## config.mk

```make
export PLATFORM = sky130hd
export DESIGN_NAME = seg_gate
export DESIGN_NICKNAME = d
export VERILOG_FILES = /design/src/hw/seg_pkg.sv /design/src/hw/seg_pin_sync.sv /design/src/hw/seg_enc_out.sv /design/src/hw/seg_gate.sv
export SDC_FILE = /design/constraint.sdc
export NUM_CORES = 1
export LEC_CHECK = 0
export BUFFER_PORTS_ARGS = -buffer_cell sky130_fd_sc_hd__buf_2
export CAP_MARGIN = 20
export CORE_MARGIN = 2
export CORE_UTILIZATION = 30
export CTS_CLUSTER_SIZE = 12
export DETAILED_ROUTE_END_ITERATION = 10
export SLEW_MARGIN = 20
export SYNTH_ARGS = -nofsm -noshare
export SYNTH_HDL_FRONTEND = slang
export SYNTH_SLANG_ARGS = --single-unit
```

## constraint.sdc

```tcl
create_clock -name clock -period 2.35 [get_ports clock]
set_clock_uncertainty 0.05 [all_clocks]
set_input_delay 0.3525 -clock clock [delete_from_list [all_inputs] [get_ports clock]]
set_output_delay 0.3525 -clock clock [all_outputs]
set_load 0.02 [all_outputs]
```

## src/hw/seg_pkg.sv

```systemverilog
// seg_pkg: constants, carrier structs and decode helpers for the servo
// enable / overtravel gate.
// assumes a single 125 MHz clock and apb software access.
package seg_pkg;

    localparam int unsigned CLK_MHZ = 125;

    // register byte addresses
    localparam logic [7:0] BASIC_FUNCTION_CFG_ADDR = 8'h00;
    localparam logic [7:0] STOP_ACTION_CFG_ADDR = 8'h04;
    localparam logic [7:0] INPUT_ASSIGN_CFG_A_ADDR = 8'h08;
    localparam logic [7:0] INPUT_ASSIGN_CFG_B_ADDR = 8'h0c;
    localparam logic [7:0] CONTROL_ADDR = 8'h10;
    localparam logic [7:0] STATUS_ADDR = 8'h14;

    // values after reset
    localparam logic [15:0] BASIC_FUNCTION_CFG_RST = 16'h0000;
    localparam logic [15:0] STOP_ACTION_CFG_RST = 16'h0000;
    localparam logic [15:0] INPUT_ASSIGN_CFG_A_RST = 16'h2000;
    localparam logic [15:0] INPUT_ASSIGN_CFG_B_RST = 16'h0003;

    // nibble positions of the fields
    localparam logic [1:0] DIR_NIB = 2'h0;
    localparam logic [1:0] CTRL_MODE_NIB = 2'h1;
    localparam logic [1:0] STOP_MODE_NIB = 2'h1;
    localparam logic [1:0] EN_SRC_NIB = 2'h1;
    localparam logic [1:0] FWD_LIM_NIB = 2'h3;
    localparam logic [1:0] REV_LIM_NIB = 2'h0;

    // field codes
    localparam logic [3:0] DIR_REVERSED = 4'h1;
    localparam logic [3:0] CTRL_POSITION = 4'h1;
    localparam logic [3:0] STOP_ZERO_CLAMP = 4'h1;
    localparam logic [3:0] EN_SRC_ALWAYS = 4'h7;
    localparam logic [3:0] LIM_DISABLED = 4'h8;

    // control register bits
    localparam int unsigned CTL_RESTART_BIT = 0;
    localparam int unsigned CTL_ALARM_CLR_BIT = 1;

    typedef enum logic [1:0] {
        ST_RUN,
        ST_STOPPING,
        ST_CLAMP,
        ST_BLOCK
    } seg_stop_e;

    // pins from outside the clock domain
    typedef struct packed {
        logic servoOnN;
        logic fwdLimitIn;
        logic revLimitIn;
        logic errorClearIn;
        logic mainPowerOk;
    } seg_pins_s;

    localparam seg_pins_s SEG_PINS_RST = '{1'b1, 1'b0, 1'b0, 1'b0, 1'b0};

    // same-clock requests from the motion core
    typedef struct packed {
        logic refFwd;
        logic refRev;
        logic stepFwd;
        logic stepRev;
        logic motorStopped;
        logic alarm;
    } seg_core_s;

    // configuration in force since the last restart
    typedef struct packed {
        logic enForced;
        logic fwdUsed;
        logic revUsed;
        logic dirRev;
        logic posMode;
        logic zeroClamp;
    } seg_act_s;

    typedef struct packed {
        logic motorPower;
        logic motorDrive;
        logic runFwd;
        logic runRev;
        logic physReverse;
        logic zeroClampHold;
        logic baseBlock;
        logic holdError;
        logic brakeReleaseOut;
        logic fwdOvertravel;
        logic revOvertravel;
    } seg_drive_s;

    function automatic logic [3:0] segNib(input logic [15:0] v,
                                          input logic [1:0] idx);
        segNib = v[{idx, 2'b00} +: 4];
    endfunction

    function automatic seg_act_s segDecode(input logic [15:0] basic,
                                           input logic [15:0] stopCfg,
                                           input logic [15:0] cfgA,
                                           input logic [15:0] cfgB);
        seg_act_s a;
        a.enForced = segNib(cfgA, EN_SRC_NIB) == EN_SRC_ALWAYS;
        a.fwdUsed = segNib(cfgA, FWD_LIM_NIB) != LIM_DISABLED;
        a.revUsed = segNib(cfgB, REV_LIM_NIB) != LIM_DISABLED;
        a.dirRev = segNib(basic, DIR_NIB) == DIR_REVERSED;
        a.posMode = segNib(basic, CTRL_MODE_NIB) == CTRL_POSITION;
        a.zeroClamp = segNib(stopCfg, STOP_MODE_NIB) == STOP_ZERO_CLAMP;
        segDecode = a;
    endfunction

endpackage

```

## src/hw/seg_pin_sync.sv

```systemverilog
// seg_pin_sync: two-flop synchroniser for the gate's pin inputs.
// assumes the pins change without regard to clock.
module seg_pin_sync
    import seg_pkg::*;
(
    // clock and reset
    input wire logic clock,
    input wire logic rst,
    // pins
    input wire seg_pins_s pinsIn,
    output seg_pins_s pinsSync
);

    typedef struct packed {
        seg_pins_s meta;
        seg_pins_s stable;
    } seg_sync_state_s;

    seg_sync_state_s state_q;
    seg_sync_state_s state_d;

    // first stage feeds only the second stage
    always_comb begin
        state_d = state_q;
        state_d.meta = pinsIn;
        state_d.stable = state_q.meta;
    end

    always_ff @(posedge clock) begin
        if (rst) begin
            state_q <= '{SEG_PINS_RST, SEG_PINS_RST};
        end else begin
            state_q <= state_d;
        end
    end

    assign pinsSync = state_q.stable;

endmodule

```

## src/hw/seg_enc_out.sv

```systemverilog
// seg_enc_out: quadrature encoder pulse output from step pulses.
// assumes steps are given in reference-direction terms, one per cycle.
module seg_enc_out
    import seg_pkg::*;
(
    // clock and reset
    input wire logic clock,
    input wire logic rst,
    // steps
    input wire logic stepFwd,
    input wire logic stepRev,
    // outputs
    output logic encOutPhaseA,
    output logic encOutPhaseB
);

    typedef struct packed {
        logic phA;
        logic phB;
    } seg_enc_state_s;

    seg_enc_state_s state_q;
    seg_enc_state_s state_d;

    // forward walks 00,01,11,10 so phase b leads phase a
    always_comb begin
        state_d = state_q;
        if (stepFwd && !stepRev) begin
            state_d.phA = state_q.phB;
            state_d.phB = !state_q.phA;
        end else if (stepRev && !stepFwd) begin
            state_d.phA = !state_q.phB;
            state_d.phB = state_q.phA;
        end
    end

    always_ff @(posedge clock) begin
        if (rst) begin
            state_q <= '{1'b0, 1'b0};
        end else begin
            state_q <= state_d;
        end
    end

    assign encOutPhaseA = state_q.phA;
    assign encOutPhaseB = state_q.phB;

endmodule

```

## src/hw/seg_gate.sv

```systemverilog
// seg_gate: servo enable and overtravel gating with apb registers.
// assumes pins arrive asynchronously, core requests on this clock.
//
// Overview of operation
// - motor powered and operable only while servo enable holds.
// - enable comes from terminal or is forced permanently by configuration.
// - forced enable powers motor as soon as main supply is up.
// - clearing an alarm re-enables power at once if enable holds.
// - direction field swaps physical rotation, encoder polarity unchanged.
// - default direction takes counterclockwise from load end as forward.
// - encoder shows b leading for forward, a leading for reverse.
// - forward limit low inhibits forward motion, enters forward overtravel.
// - reverse limit low inhibits reverse motion, enters reverse overtravel.
// - opposite-direction references still run during overtravel.
// - overtravel stop in position mode holds error until clear input.
// - forward limit input may be ignored, permitting forward always.
// - reverse limit input may be ignored, permitting reverse always.
// - brake release stays asserted throughout overtravel.
// - default stop setting removes drive, base block after stopping.
// - zero clamp setting holds zero clamp after overtravel stop.
// - zero clamp closes position loop on a zero reference.
//
// Register access over APB and the register addresses were decided locally.
module seg_gate
    import seg_pkg::*;
(
    // clock and reset
    input wire logic clock,
    input wire logic rst,
    // apb slave
    input wire logic psel,
    input wire logic penable,
    input wire logic pwrite,
    input wire logic [7:0] paddr,
    input wire logic [31:0] pwdata,
    output logic [31:0] prdata,
    output logic pready,
    output logic pslverr,
    // pins
    input wire seg_pins_s pinsIn,
    // motion core
    input wire seg_core_s coreIn,
    // gating outputs
    output seg_drive_s driveOut,
    output logic encOutPhaseA,
    output logic encOutPhaseB
);

    typedef struct packed {
        logic [15:0] basicCfg;
        logic [15:0] stopCfg;
        logic [15:0] assignCfgA;
        logic [15:0] assignCfgB;
        seg_act_s act;
        seg_stop_e stopState;
        logic alarm;
        logic holdErr;
        logic power;
        logic [31:0] rdata;
        logic slvErr;
        seg_drive_s drv;
    } seg_gate_state_s;

    seg_gate_state_s state_q;
    seg_gate_state_s state_d;
    seg_pins_s pins;

    function automatic logic segMapped(input logic [7:0] a);
        segMapped = (a == BASIC_FUNCTION_CFG_ADDR)
            || (a == STOP_ACTION_CFG_ADDR)
            || (a == INPUT_ASSIGN_CFG_A_ADDR)
            || (a == INPUT_ASSIGN_CFG_B_ADDR)
            || (a == CONTROL_ADDR)
            || (a == STATUS_ADDR);
    endfunction

    seg_pin_sync u_sync (
        .clock(clock),
        .rst(rst),
        .pinsIn(pinsIn),
        .pinsSync(pins)
    );

    // encoder follows the reference-sense steps, never the direction field
    seg_enc_out u_enc (
        .clock(clock),
        .rst(rst),
        .stepFwd(coreIn.stepFwd),
        .stepRev(coreIn.stepRev),
        .encOutPhaseA(encOutPhaseA),
        .encOutPhaseB(encOutPhaseB)
    );

    logic setup;
    logic wrAccess;
    logic restart;
    logic alarmClr;
    logic enCond;
    logic fwdOt;
    logic revOt;
    logic anyOt;
    logic oppositeRef;
    logic moving;
    logic [31:0] statusWord;

    always_comb begin
        state_d = state_q;
        setup = psel && !penable;
        wrAccess = psel && penable && pwrite && segMapped(paddr);
        restart = wrAccess && (paddr == CONTROL_ADDR)
            && pwdata[CTL_RESTART_BIT];
        alarmClr = wrAccess && (paddr == CONTROL_ADDR)
            && pwdata[CTL_ALARM_CLR_BIT];

        // register writes take effect at the access edge
        if (wrAccess) begin
            unique case (paddr)
                BASIC_FUNCTION_CFG_ADDR: begin
                    state_d.basicCfg = pwdata[15:0];
                end
                STOP_ACTION_CFG_ADDR: begin
                    state_d.stopCfg = pwdata[15:0];
                end
                INPUT_ASSIGN_CFG_A_ADDR: begin
                    state_d.assignCfgA = pwdata[15:0];
                end
                INPUT_ASSIGN_CFG_B_ADDR: begin
                    state_d.assignCfgB = pwdata[15:0];
                end
                default: begin
                end
            endcase
        end

        // live fields are only copied in on restart, even mid-run, never on a config register write
        if (restart) begin
            state_d.act = segDecode(state_q.basicCfg, state_q.stopCfg,
                state_q.assignCfgA, state_q.assignCfgB);
        end

        // alarm set beats clear in the same cycle
        state_d.alarm = coreIn.alarm || (state_q.alarm && !alarmClr);

        // forced source ignores the terminal entirely
        enCond = pins.mainPowerOk
            && (state_q.act.enForced || !pins.servoOnN);
        // power follows the cleared alarm in the same edge
        state_d.power = enCond && !state_d.alarm;

        // limit pins are high while travel is allowed
        fwdOt = state_q.act.fwdUsed && !pins.fwdLimitIn;
        revOt = state_q.act.revUsed && !pins.revLimitIn;
        anyOt = fwdOt || revOt;
        oppositeRef = (fwdOt && !revOt && coreIn.refRev)
            || (revOt && !fwdOt && coreIn.refFwd);

        // stop sequence after a limit is hit
        if (!state_d.power) begin
            state_d.stopState = ST_RUN;
        end else begin
            unique case (state_q.stopState)
                ST_RUN: begin
                    if (anyOt && !oppositeRef) begin
                        state_d.stopState = ST_STOPPING;
                    end
                end
                ST_STOPPING: begin
                    if (!anyOt || oppositeRef) begin
                        state_d.stopState = ST_RUN;
                    end else if (coreIn.motorStopped) begin
                        if (state_q.act.zeroClamp) begin
                            state_d.stopState = ST_CLAMP;
                        end else begin
                            state_d.stopState = ST_BLOCK;
                        end
                    end
                end
                ST_CLAMP, ST_BLOCK: begin
                    if (!anyOt || oppositeRef) begin
                        state_d.stopState = ST_RUN;
                    end
                end
            endcase
        end

        // error is kept on a position-mode limit stop; set beats clear
        if (state_q.power && state_q.act.posMode
            && state_q.stopState == ST_STOPPING
            && state_d.stopState != ST_STOPPING
            && state_d.stopState != ST_RUN) begin
            state_d.holdErr = 1'b1;
        end else if (pins.errorClearIn) begin
            state_d.holdErr = 1'b0;
        end

        moving = state_d.power && (state_d.stopState == ST_RUN
            || state_d.stopState == ST_STOPPING);

        // apb read data and error are latched in the setup cycle
        statusWord = '0;
        statusWord[0] = state_q.power;
        statusWord[1] = fwdOt;
        statusWord[2] = revOt;
        statusWord[3] = state_q.holdErr;
        statusWord[4] = state_q.alarm;
        statusWord[5] = state_q.stopState == ST_CLAMP;
        statusWord[6] = state_q.stopState == ST_BLOCK;
        statusWord[7] = state_q.act.enForced;
        statusWord[8] = state_q.act.dirRev;
        statusWord[9] = state_q.act.fwdUsed;
        statusWord[10] = state_q.act.revUsed;
        statusWord[11] = state_q.act.zeroClamp;
        statusWord[12] = state_q.act.posMode;
        statusWord[13] = !pins.servoOnN;
        statusWord[14] = pins.fwdLimitIn;
        statusWord[15] = pins.revLimitIn;
        statusWord[16] = pins.mainPowerOk;
        if (setup) begin
            state_d.slvErr = !segMapped(paddr);
            unique case (paddr)
                BASIC_FUNCTION_CFG_ADDR: begin
                    state_d.rdata = {16'h0000, state_q.basicCfg};
                end
                STOP_ACTION_CFG_ADDR: begin
                    state_d.rdata = {16'h0000, state_q.stopCfg};
                end
                INPUT_ASSIGN_CFG_A_ADDR: begin
                    state_d.rdata = {16'h0000, state_q.assignCfgA};
                end
                INPUT_ASSIGN_CFG_B_ADDR: begin
                    state_d.rdata = {16'h0000, state_q.assignCfgB};
                end
                STATUS_ADDR: begin
                    state_d.rdata = statusWord;
                end
                default: begin
                    state_d.rdata = 32'h0000_0000;
                end
            endcase
        end

        // drive outputs, registered
        state_d.drv.motorPower = state_d.power;
        state_d.drv.motorDrive = moving
            || (state_d.power && state_d.stopState == ST_CLAMP);
        state_d.drv.runFwd = moving && coreIn.refFwd && !fwdOt;
        state_d.drv.runRev = moving && coreIn.refRev && !revOt;
        // direction field swaps the winding sense only
        state_d.drv.physReverse = state_d.act.dirRev;
        // zero clamp asks the loop for a zero position reference
        state_d.drv.zeroClampHold = state_d.power
            && state_d.stopState == ST_CLAMP;
        state_d.drv.baseBlock = state_d.power
            && state_d.stopState == ST_BLOCK;
        state_d.drv.holdError = state_d.holdErr;
        // brake is released whenever power is on, overtravel or not
        state_d.drv.brakeReleaseOut = state_d.power;
        state_d.drv.fwdOvertravel = fwdOt;
        state_d.drv.revOvertravel = revOt;
    end

    always_ff @(posedge clock) begin
        if (rst) begin
            state_q.basicCfg <= BASIC_FUNCTION_CFG_RST;
            state_q.stopCfg <= STOP_ACTION_CFG_RST;
            state_q.assignCfgA <= INPUT_ASSIGN_CFG_A_RST;
            state_q.assignCfgB <= INPUT_ASSIGN_CFG_B_RST;
            state_q.act <= segDecode(BASIC_FUNCTION_CFG_RST,
                STOP_ACTION_CFG_RST, INPUT_ASSIGN_CFG_A_RST,
                INPUT_ASSIGN_CFG_B_RST);
            state_q.stopState <= ST_RUN;
            state_q.alarm <= 1'b0;
            state_q.holdErr <= 1'b0;
            state_q.power <= 1'b0;
            state_q.rdata <= 32'h0000_0000;
            state_q.slvErr <= 1'b0;
            state_q.drv <= '0;
        end else begin
            state_q <= state_d;
        end
    end

    // zero wait states: the answer is ready in the first access cycle
    assign pready = 1'b1;
    assign prdata = state_q.rdata;
    assign pslverr = state_q.slvErr && psel && penable;
    assign driveOut = state_q.drv;

endmodule

```

# Yosys cells after proc, flatten, opt, wreduce, memory -nomap -nowiden
# Index checks and enable logic that the tools add are counted.
# W data, S select, Z words.
dict set report totals {
  input_bits 56
  ff_bits 127
  out_inout_bits 47
  word_cells 136
}
dict set report classes {
  mux 13
  reduce_logical 70
  eq_ne 18
}
# operator n
set op_table {}
lappend op_table {{$pmux W17 S5} 1}
lappend op_table {{$logic_and A1 B1 Y1} 32}
lappend op_table {{$eq A8 B4 Y1 const B} 2}
lappend op_table {{$eq A8 B5 Y1 const B} 2}
lappend op_table {{$logic_not A1 Y1} 15}
lappend op_table {{$mux W2} 7}
lappend op_table {{$eq A4 B1 Y1 const B} 3}
lappend op_table {{$logic_or A1 B1 Y1} 12}
lappend op_table {{$eq A2 B2 Y1 const B} 4}
lappend op_table {{$eq A8 B3 Y1 const B} 1}
lappend op_table {{$logic_not A8 Y1} 1}
lappend op_table {{$ne A4 B4 Y1 const B} 2}
lappend op_table {{$reduce_and A2 Y1} 4}
lappend op_table {{$pmux W2 S3} 1}
lappend op_table {{$reduce_bool A2 Y1} 3}
lappend op_table {{$eq A2 B1 Y1 const B} 2}
lappend op_table {{$eq A4 B3 Y1 const B} 1}
lappend op_table {{$logic_not A2 Y1} 2}
lappend op_table {{$mux W1} 3}
lappend op_table {{$mux W3} 1}
lappend op_table {{$ne A2 B1 Y1 const B} 1}
lappend op_table {{$reduce_or A2 Y1} 1}

# Logic depth before layout (Yosys ltp)
# Gate-level depths: netlist of run 1.
dict set report logic_depth {
  depth_word 20
  depth_mapped 8
  ltp_nobuf 6
}

# Hierarchy
# Synthesis of run 1 repeated with hierarchy kept, for this count alone.
dict set report unflattened {
  cells_unflattened 584
  hier_area_um2 5103.6
}
# module cells_each instances seq_area_each_um2 area_per_inst_um2
set modules_own_cells {}
lappend modules_own_cells {seg_gate 553 1 2001.9 4729.5}
lappend modules_own_cells {seg_pin_sync 20 1 200.2 262.8}
lappend modules_own_cells {seg_enc_out 11 1 40.0 111.4}

# Least setup slack after synthesis of run 1
# No wires, ideal clock.
dict set report synth_timing {
  kind {input to register}
  from {input paddr[2]}
  to {register state_q[54] (netlist name)}
  path_slack_ps 599
  arrival_time_ps 1630
  stages 6
  setup_time_ps 70
  required_ps 2230
  path_buffers 2
  path_cell_list {buf_6 > and4b_1 > buf_4 > nand4_4 > or4b_1 > a21oi_1}
}
dict set report synth_between {
  elab_chain_len 9
  word_cells_on_any_way 14
  classes_between {eq/ne: 5; reduce/logical: 9}
}
# element line_no
set synth_lines {}
lappend synth_lines {{start: declaration} seg_gate.sv:34} ;# input wire logic [7:0] paddr,
lappend synth_lines {{$eq A8 B3 Y1 or $logic_not A8 Y1 (tied branches)} {seg_gate.sv:70, seg_gate.sv:69}}
lappend synth_lines {{$logic_or A1 B1 Y1} seg_gate.sv:70} ;# || (a == STOP_ACTION_CFG_ADDR)
lappend synth_lines {{$logic_or A1 B1 Y1} seg_gate.sv:71} ;# || (a == INPUT_ASSIGN_CFG_A_ADDR)
lappend synth_lines {{$logic_or A1 B1 Y1} seg_gate.sv:72} ;# || (a == INPUT_ASSIGN_CFG_B_ADDR)
lappend synth_lines {{$logic_or A1 B1 Y1} seg_gate.sv:73} ;# || (a == CONTROL_ADDR)
lappend synth_lines {{$logic_or A1 B1 Y1} seg_gate.sv:74} ;# || (a == STATUS_ADDR);
lappend synth_lines {{$logic_and A1 B1 Y1} seg_gate.sv:109} ;# wrAccess = psel && penable && pwrite && segMapped(paddr);
lappend synth_lines {{$logic_and A1 B1 Y1 (*)} seg_gate.sv:110} ;# restart = wrAccess && (paddr == CONTROL_ADDR)
lappend synth_lines {{$logic_and A1 B1 Y1 (*)} seg_gate.sv:111} ;# && pwdata[CTL_RESTART_BIT];
lappend synth_lines {{end signal: assignment} seg_gate.sv:279} ;# state_q <= state_d;
lappend synth_lines {{end: declaration} seg_gate.sv:64} ;# seg_gate_state_s state_q;
# Mark *: on every way between the ends. The rest lies on a longest branch, timed or not.
# A chain may end at the register's enable or synchronous reset.

# Worst setup path in the final report of run 1
dict set report layout_timing {
  from {input paddr[3]}
  to {register state_q (netlist bit prdata[3])}
}
dict set report layout_between {
  elab_chain_len 2
  word_cells_on_any_way 6
  classes_between {eq/ne: 4; mux: 1; reduce/logical: 1}
}
# element line_no
set layout_lines {}
lappend layout_lines {{$eq A8 B5 Y1 (tied with other cells)} seg_gate.sv:220} ;# unique case (paddr)
lappend layout_lines {{$pmux W17 S5 (*)} seg_gate.sv:220}
# Marked as above.

==> insert_results.sql, run 1 <==
INSERT INTO impl_metrics (metric_group, metric, value, unit) VALUES
('worst_setup_path', 'start_kind', 'primary input', ''),
('sta', 'final_clock_period_utilization_by_the_worst_path', '76.0', '%'),
('route', 'via_per_inst', '4.88', ''),
('synthesis', 'synthTopCellsByCount', '112 x sky130_fd_sc_hd__dfxtp_1, 99 x sky130_fd_sc_hd__nand2_1, 53 x sky130_fd_sc_hd__nor2_1', ''),
('clock_tree', 'cts_repair_resized_insts', '0', ''),
('synthesis', 'cells_after_synth', '535', ''),
('sta', 'post-route-min-period', '1.79', 'ns'),
('sta', 'setup_total_negative_slack', '0', 'ns'),
('synthesis', 'synth.area.top_cells', 'sky130_fd_sc_hd__dfxtp_1 46%, sky130_fd_sc_hd__nand2_1 7.6%, sky130_fd_sc_hd__buf_4 7.3%, sky130_fd_sc_hd__a21oi_1 5.3%, sky130_fd_sc_hd__mux4_2 5.0%', ''),
('clock_tree', 'cts_hold_buffers', '0', ''),
('route', 'dr_total_vias', '3849', ''),
('worst_setup_path', 'critical_path_required', '2.52', 'ns'),
('synthesis', 'synth.avg_cell_area', '9.19', 'µm²'),
('sta', 'setup_slack', '0.564', 'ns'),
('sta', 'final_max_slew_viol_count', '0', ''),
('grt', 'grt_remaining_overflow', '0', ''),
('die', 'die-area', '17400', 'µm²'),
('route', 'wl_met3', '744', 'µm'),
('synthesis', 'synth_largest_type_area_fraction', '45.6', '%'),
('clock_tree', 'post_cts.repair.setup_buffers', '0', ''),
('clock_tree', 'clock_tree.root_cell', 'sky130_fd_sc_hd__clkbuf_16', ''),
('die', 'boundaryPins', '103', ''),
('synthesis', 'yosysSeqAreaShare', '45.6', '%'),
('route', 'detail_route.first_pass.iterations', '5', ''),
('die', 'fp.dieW', '132', 'µm'),
('clock_tree', 'clock_path_buffers', '2', ''),
('worst_setup_path', 'worstPathMaxFanout', '22', ''),
('worst_setup_path', 'cp_cell_sequence', 'buf_2, mux4_1, a221oi_1, nor3_1', ''),
('die', 'fp.dieH', '132', 'µm'),
('worst_setup_path', 'crit_path_top_delay_cell', 'sky130_fd_sc_hd__mux4_1', ''),
('place', 'portBuffers', '70', ''),
('die', 'num_rows', '46', ''),
('outcome', 'status', 'finished, final reports clean', ''),
('worst_setup_path', 'crit_buf_inv', '1', ''),
('die', 'starting_density', '30.8', '%'),
('synthesis', 'synth.lib_cells_used.distinct', '45', ''),
('cells_and_area', 'final_nets', '622', ''),
('worst_setup_path', 'critical_path.endpoint_type', 'flip-flop', ''),
('route', 'wl_met1', '5.52', 'mm'),
('clock_tree', 'cts-buffers-inserted', '9', ''),
('cells_and_area', 'share_of_cells_above_drive_strength_1', '21.2', '%'),
('worst_setup_path', 'crit_arrival', '1.95', 'ns'),
('sta', 'fin_hold_ws', '0.139', 'ns'),
('synthesis', 'predominant_post_synthesis_flop_cell', 'sky130_fd_sc_hd__dfxtp_1', ''),
('place', 'finalWeightedCongestion', '0.765', ''),
('cells_and_area', 'layout-area-overhead-vs-synth', '12.9', '%'),
('clock_tree', 'insertion_delay', '0.35', 'ns'),
('route', 'antenna_nets_post_route', '0', ''),
('route', 'route.detailed.drc', '0', ''),
('synthesis', 'yosys_register_bits', '112', ''),
('route', 'top_signal_layer_used', 'met4', ''),
('cells_and_area', 'nFillCells', '1634', ''),
('pwr', 'p_leak', '0.00227', 'µW'),
('grt', 'antenna_found_initial', '3', ''),
('sta', 'finalSetupViolations', '0', ''),
('grt', 'track_usage', '14.4', '%'),
('clock_tree', 'cts.reportedPaths.clkPinSlew', '0.07', 'ns'),
('min_path', 'worst_hold_path_type', 'primary input to flip-flop', ''),
('worst_setup_path', 'worst_path_dominant_cell_family', 'multiplexers', ''),
('die', 'core', '15900', 'µm²'),
('grt', 'number_of_global_route_vias_before_repair', '3695', ''),
('route', 'postRouteWirelength', '12.6', 'mm'),
('place', 'placed_area', '5220', 'µm²'),
('pwr', 'pwr_density_cell', '694', 'nW/µm²'),
('clock_tree', 'cts.htree.levels', '3', ''),
('worst_setup_path', 'worst-setup-path-type', 'primary input to flip-flop', ''),
('synthesis', 'post-synth-top-area-cell', 'sky130_fd_sc_hd__dfxtp_1', ''),
('pwr', 'p_total', '3850', 'µW'),
('sta', 'worstMarginPinSlew', '0.746', 'ns'),
('clock_tree', 'cts_tree', 'built', ''),
('grt', 'wire_length_of_the_first_global_routing_pass', '19.8', 'mm');
==> worst register-to-register path, stage by stage (launching register included) <==
cell                        delay (ns)
sky130_fd_sc_hd__dfxtp_1          0.32
sky130_fd_sc_hd__nand2b_1         0.24
sky130_fd_sc_hd__o21ai_0          0.19
sky130_fd_sc_hd__nand2_1          0.18
sky130_fd_sc_hd__a2111oi_2        0.36
==> sequential cells by signal, summed over array words and instances (netlist names) <==
signal / cells
driveOut: 10
prdata: 17
state_q: 73
u_enc.encOutPhaseA: 1
u_enc.encOutPhaseB: 1
u_sync.pinsSync: 5
u_sync.state_d: 5
==> per-layer routing <==
metal  vias up  global-route usage [%]
li1       1848                       -
met1      1871                    17.4
met2       113                    24.9
met3        17                    3.92
met4         0                    4.47
met5         -                       0
==> through the flow <==
stage          utilization (%)  instances
2_1_floorplan                -        549
3_3_place_gp              32.7        770
3_5_place_dp              32.7        770
4_1_cts                   34.7        786
5_1_grt                   34.7        786
6_report                  34.8        789
==> logic make-up (layout without fill, tap and decap cells) <==
| group | after synthesis | in the layout | synth area share, % |
|---|---|---|---|
| buf+inv | 83 | 104 | 10.4 |
| other cells | 2 | 19 | 0.153 |
| flops | 112 | 112 | 45.6 |
| mux | 35 | 35 | 11.6 |
| fa+ha+maj | 1 | 1 | 0.255 |
| simple gates | 222 | 222 | 21.6 |
| xor+xnor | 2 | 2 | 0.356 |
| compound gates | 78 | 78 | 9.95 |
==> layout by cell type (no fill, tap or decap), types with 2 or more instances in the layout <==
cell type | Yosys | layout
sky130_fd_sc_hd__dfxtp_1 | 112 | 112
sky130_fd_sc_hd__conb_1 | 2 | 16
sky130_fd_sc_hd__inv_1 | 4 | 4
sky130_fd_sc_hd__nor3_1 | 26 | 26
sky130_fd_sc_hd__nand2b_1 | 3 | 3
sky130_fd_sc_hd__mux2i_1 | 19 | 19
sky130_fd_sc_hd__nand3_1 | 3 | 3
sky130_fd_sc_hd__nand2_1 | 99 | 99
sky130_fd_sc_hd__mux4_1 | 5 | 5
sky130_fd_sc_hd__nor2b_1 | 14 | 14
sky130_fd_sc_hd__diode_2 | 0 | 3
sky130_fd_sc_hd__a211o_1 | 2 | 2
sky130_fd_sc_hd__bufinv_16 | 0 | 2
sky130_fd_sc_hd__buf_2 | 8 | 70
sky130_fd_sc_hd__and3_1 | 3 | 3
sky130_fd_sc_hd__or2_2 | 2 | 2
sky130_fd_sc_hd__buf_12 | 0 | 2
sky130_fd_sc_hd__nor2_1 | 53 | 53
sky130_fd_sc_hd__o21ai_0 | 2 | 2
sky130_fd_sc_hd__nor4b_1 | 5 | 5
sky130_fd_sc_hd__a221oi_1 | 15 | 15
sky130_fd_sc_hd__buf_4 | 48 | 12
sky130_fd_sc_hd__clkinv_2 | 0 | 2
sky130_fd_sc_hd__and4_1 | 4 | 4
sky130_fd_sc_hd__mux4_2 | 11 | 11
sky130_fd_sc_hd__clkbuf_16 | 0 | 9
sky130_fd_sc_hd__a21oi_1 | 52 | 52
sky130_fd_sc_hd__nand4_1 | 2 | 2
sky130_fd_sc_hd__clkinvlp_4 | 0 | 2
==> report_power, final <==
group	total [µW]	switching (µW)	leakage (µW)	internal, µW
combinational	281	186	0.00121	95.5
clock	1630	691	0.000152	934
sequential	1940	16.3	0.000909	1930
total	3850	893	0.00227	2960
==> cell type report <==
cell class / count / area (µm²) / area share (%)
Antenna cell: 3 / 7.51 / 0.135
Sequential cell: 112 / 2240 / 40.4
Clock inverter: 7 / 93.8 / 1.69
Inverter: 4 / 15.0 / 0.271
Tap cell: 216 / 270 / 4.87
Clock buffer: 9 / 225 / 4.06
Timing Repair Buffer: 84 / 480 / 8.66
Multi-Input combinational cell: 354 / 2210 / 39.9
==> worst paths after layout <==
kind	from	end	slack, ns	cells after the start
worst min-delay path	pinsIn[4]	u_sync.state_d[4]	0.14	2
worst max-delay path	paddr[3]	prdata[3]	0.56	4
worst max register to register	u_sync.pinsSync[3]	state_q[47]	0.91	4
worst min register to register	u_sync.state_d[4]	u_sync.pinsSync[4]	0.36	1
(Power assumes the default switching activity.)
==> run 2, diff against run 1 <==
--- a/config.mk
+++ b/config.mk
@@ -5,6 +5,7 @@
 export SDC_FILE = /design/constraint.sdc
 export NUM_CORES = 1
 export LEC_CHECK = 0
+export ABC_AREA = 1
 export BUFFER_PORTS_ARGS = -buffer_cell sky130_fd_sc_hd__buf_2
 export CAP_MARGIN = 20
 export CORE_MARGIN = 2
==> constraint.sdc (replaced) <==
create_clock -name clock -period 1.4 [get_ports clock]
set_clock_uncertainty 0.05 [all_clocks]
set_input_delay 0.21 -clock clock [delete_from_list [all_inputs] [get_ports clock]]
set_output_delay 0.21 -clock clock [all_outputs]
set_load 0.02 [all_outputs]
==> run 2 against run 1 <==
- global-route usage rose by 0.73 points
- sequential cell count stayed put
- wire length rose by 8.9%
- combinational power is 100% higher
- non-clock buffer count is 28 higher
- clock-buffer cell count rose by 3
- critical endpoint is now driveOut[9]
- largest cell class unchanged
- largest power group unchanged
- highest routed layer unchanged
==> insert_results.sql, run 2 <==
INSERT INTO impl_metrics (metric_group, metric, value, unit) VALUES
('outcome', 'status', 'finished, final reports clean', ''),
('synthesis', 'synthesis.area', '5170', 'µm²'),
('cells_and_area', 'n_antenna_cell', '0', ''),
('clock_tree', 'cts_tree', 'built', ''),
('grt', 'grt_max_degree', '45', ''),
('route', 'detail_route.first_pass.iterations', '5', ''),
('synthesis', 'post-synth-top-count-cell', 'sky130_fd_sc_hd__nand2_1', ''),
('job', 'cap_viol_max_count', '0', ''),
('grt', 'wire_length_of_the_first_global_routing_pass', '21.6', 'mm'),
('die', 'fp.dieW', '135', 'µm'),
('die', 'boundaryPins', '103', ''),
('synthesis', 'synth_largest_type_area_fraction', '43.3', '%'),
('route', 'route.detailed.drc', '0', ''),
('route', 'dr_total_vias', '4571', ''),
('clock_tree', 'cts.sinks', '112', ''),
('clock_tree', 'cts.reportedPaths.clkPinSlew', '0.07', 'ns'),
('place', 'portBuffers', '70', ''),
('worst_setup_path', 'worst-r2r-setup-slack', '0.08', 'ns'),
('synthesis', 'synth.avg_cell_area', '7.11', 'µm²'),
('sta', 'finalSetupViolations', '0', ''),
('route', 'postRouteWirelength', '13.7', 'mm'),
('worst_setup_path', 'start_kind', 'flip-flop', ''),
('min_path', 'worstHoldPathCells', '3', ''),
('synthesis', 'synth.lib_cells_used.distinct', '38', ''),
('place', 'dp_hpwl', '10.0', 'mm'),
('cells_and_area', 'final_cells', '1021', ''),
('die', 'starting_density', '30.3', '%'),
('cells_and_area', 'most_frequent_cells_in_the_layout', '135 x sky130_fd_sc_hd__nand2_1, 111 x sky130_fd_sc_hd__dfxtp_1, 104 x sky130_fd_sc_hd__nor2_1, 77 x sky130_fd_sc_hd__inv_1, 70 x sky130_fd_sc_hd__buf_2', ''),
('worst_setup_path', 'critical_path.reg2reg.endpoint', 'driveOut[9]', ''),
('place', 'finalWeightedCongestion', '0.814', ''),
('synthesis', 'synthTopCellsByCount', '138 x sky130_fd_sc_hd__nand2_1, 112 x sky130_fd_sc_hd__dfxtp_1, 105 x sky130_fd_sc_hd__nor2_1', ''),
('cells_and_area', 'share_of_cells_above_drive_strength_1', '20.5', '%'),
('pwr', 'p_total', '6420', 'µW'),
('sta', 'final_clock_period_utilization_by_the_worst_path', '94.2', '%'),
('cells_and_area', 'mostFrequentLayoutCell', 'sky130_fd_sc_hd__nand2_1', ''),
('die', 'die-area', '18300', 'µm²'),
('worst_setup_path', 'crit_arrival', '1.52', 'ns'),
('route', 'via_per_inst', '4.48', ''),
('cells_and_area', 'max_flop_register', 'state_q', ''),
('sta', 'final_max_slew_viol_count', '0', ''),
('synthesis', 'synth.area.top_cells', 'sky130_fd_sc_hd__dfxtp_1 43%, sky130_fd_sc_hd__nand2_1 10%, sky130_fd_sc_hd__nor2_1 7.6%, sky130_fd_sc_hd__buf_4 6.5%, sky130_fd_sc_hd__inv_1 5.7%', ''),
('cells_and_area', 'area.sequential', '2240', 'µm²'),
('place', 'dp.cells', '1004', ''),
('synthesis', 'ys_async_sr_fraction', '0', '%'),
('worst_setup_path', 'critical_path_required', '1.60', 'ns'),
('grt', 'grt_remaining_overflow', '0', ''),
('route', 'antenna_nets_post_route', '0', ''),
('worst_setup_path', 'worst-setup-path-type', 'flip-flop to flip-flop', ''),
('cells_and_area', 'final_nets', '849', ''),
('die', 'core', '17100', 'µm²'),
('clock_tree', 'cts.htree.levels', '3', ''),
('pwr', 'pwr_density_cell', '1050', 'nW/µm²'),
('cells_and_area', 'nFillCells', '1857', ''),
('pwr', 'ir_worst_vdd', '0.000622', 'V'),
('worst_setup_path', 'regToRegStartpoint', 'u_sync.pinsSync[2]', ''),
('worst_setup_path', 'worstPathMaxFanout', '2', ''),
('clock_tree', 'clock_path_buffers', '2', ''),
('min_path', 'hold_path_end', 'u_sync.state_d[3]', ''),
('synthesis', 'cells_after_synth', '728', ''),
('grt', 'number_of_global_route_vias_before_repair', '4053', ''),
('synthesis', 'yosys_register_bits', '112', ''),
('synthesis', 'synth_warnings', '0', ''),
('clock_tree', 'cts-buffers-inserted', '9', ''),
('cells_and_area', 'largest_reg_flops', '73', ''),
('min_path', 'worst_hold_path_type', 'primary input to flip-flop', ''),
('grt', 'track_usage', '15.1', '%'),
('pwr', 'p_leak', '0.00274', 'µW'),
('clock_tree', 'insertion_delay', '0.35', 'ns'),
('worst_setup_path', 'critical_path.endpoint_type', 'flip-flop', ''),
('die', 'num_rows', '48', ''),
('sta', 'post-route-min-period', '1.32', 'ns'),
('sta', 'final_hold_viol_count', '0', ''),
('synthesis', 'number_of_enable_flip_flop_cells_after_synthesis', '0', ''),
('grt', 'antenna_found_initial', '0', ''),
('route', 'drt-initial-drc-count', '407', ''),
('route', 'detail_route.wl_per_cell', '13.4', 'µm'),
('sta', 'fmax', '0.758', 'GHz'),
('clock_tree', 'clock_tree.root_cell', 'sky130_fd_sc_hd__clkbuf_16', ''),
('cells_and_area', 'layout-area-overhead-vs-synth', '18.5', '%'),
('synthesis', 'yosysSeqAreaShare', '43.3', '%'),
('worst_setup_path', 'reg2reg_depth', '8', ''),
('die', 'fp.dieH', '135', 'µm'),
('cells_and_area', 'multi_input_area', '2240', 'µm²'),
('synthesis', 'post-synth-top-area-cell', 'sky130_fd_sc_hd__dfxtp_1', ''),
('min_path', 'timing.hold.worst.start', 'pinsIn[3]', ''),
('synthesis', 'predominant_post_synthesis_flop_cell', 'sky130_fd_sc_hd__dfxtp_1', '');
[run 2: cell count changes in the layout (fill, tap and decap cells not counted), moves of 8 or more]
cell	delta
sky130_fd_sc_hd__nor3_1	-8
sky130_fd_sc_hd__buf_4	+23
sky130_fd_sc_hd__nand3b_1	+12
sky130_fd_sc_hd__nand2_1	+36
sky130_fd_sc_hd__a221oi_1	-15
sky130_fd_sc_hd__mux2i_1	-19
sky130_fd_sc_hd__nand3_1	+23
sky130_fd_sc_hd__inv_1	+73
sky130_fd_sc_hd__o21ai_0	+53
sky130_fd_sc_hd__nor2b_1	-14
sky130_fd_sc_hd__nor2_1	+51
sky130_fd_sc_hd__mux4_2	-11
[run 2: cells by family (layout without fill, tap and decap cells)]
family | Yosys count | count (layout) | synth area share (%)
adders and majority gates | 1 | 1 | 0.242
and+or+nand+nor | 326 | 326 | 28.1
buffers and inverters | 161 | 215 | 15.4
DFF | 112 | 112 | 43.3
AOI/OAI and AO/OA | 124 | 124 | 12.4
other | 2 | 16 | 0.145
xor gates and xnor gates | 2 | 2 | 0.339
[run 2: report_power, final]
group	internal, µW	switching (µW)	leakage (µW)
Combinational	191	372	0.00169
Clock	1430	1160	0.000139
Sequential	3240	29.6	0.000909
Total	4860	1560	0.00274
[run 2: worst max path at each step]
stage                        endpoint  slack (ns)               start  cells after the start
after floorplan           state_q[85]        0.01            paddr[5]                     10
after global routing      driveOut[5]     -0.0009         state_q[47]                      5
after CTS                 driveOut[4]        0.03  u_sync.pinsSync[2]                      8
after detailed placement    prdata[5]       -0.23            paddr[0]                     13
after global placement     prdata[12]       -0.24            paddr[0]                     11
final                     driveOut[9]        0.08  u_sync.pinsSync[2]                      8
[run 2: area by class of cell]
class | count | share of cell area (%)
Clock inverter | 3 | 0.694
Multi-Input combinational cell | 469 | 36.5
Timing Repair Buffer | 112 | 12.1
Sequential cell | 112 | 36.6
Inverter | 88 | 5.53
Clock buffer | 12 | 4.02
Tap cell | 225 | 4.59
[run 2: repair_timing]
action                                  4_1_cts  5_1_grt
hold buffers                                  1        0
endpoints found under the setup margin        5       11
setup buffers                                 0        1
pin swaps                                     0        3
resized for setup                             3       17
hold endpoints to repair                      1        0
[run 2: worst max-delay path, cell delays in order (launching register included)]
cell and delay (ns):
sky130_fd_sc_hd__dfxtp_2 0.32, sky130_fd_sc_hd__inv_2 0.06, sky130_fd_sc_hd__nand2_2 0.05, sky130_fd_sc_hd__or2_4 0.22, sky130_fd_sc_hd__nand2_2 0.07, sky130_fd_sc_hd__nand2_4 0.07, sky130_fd_sc_hd__nor3_4 0.18, sky130_fd_sc_hd__buf_4 0.14
sky130_fd_sc_hd__a21oi_1 0.05
[run 2: through the flow]
step	hold slack [ns]	TNS (ns)	setup WS [ns]	area, µm²	util [%]
floorplan	0.264	0	0.00978	5230	-
detailed placement	0.344	-14.75	-0.232	5770	33.8
global placement	0.342	-12.77	-0.240	5770	33.8
finish	0.0111	0	0.0806	6130	36.0
global route	0.0177	-0.000896	-0.000896	6130	36.0
CTS	0.00775	0	0.0298	6080	35.7
[run 2: layer usage]
metal / vias up / global-route usage, % / part of all wire (%)
met5: - / 0 / 0
met4: 0 / 4.51 / 1.4
met3: 12 / 2.77 / 5.2
met2: 111 / 23.1 / 44
met1: 2089 / 21.8 / 49
li1: 2359 / - / -
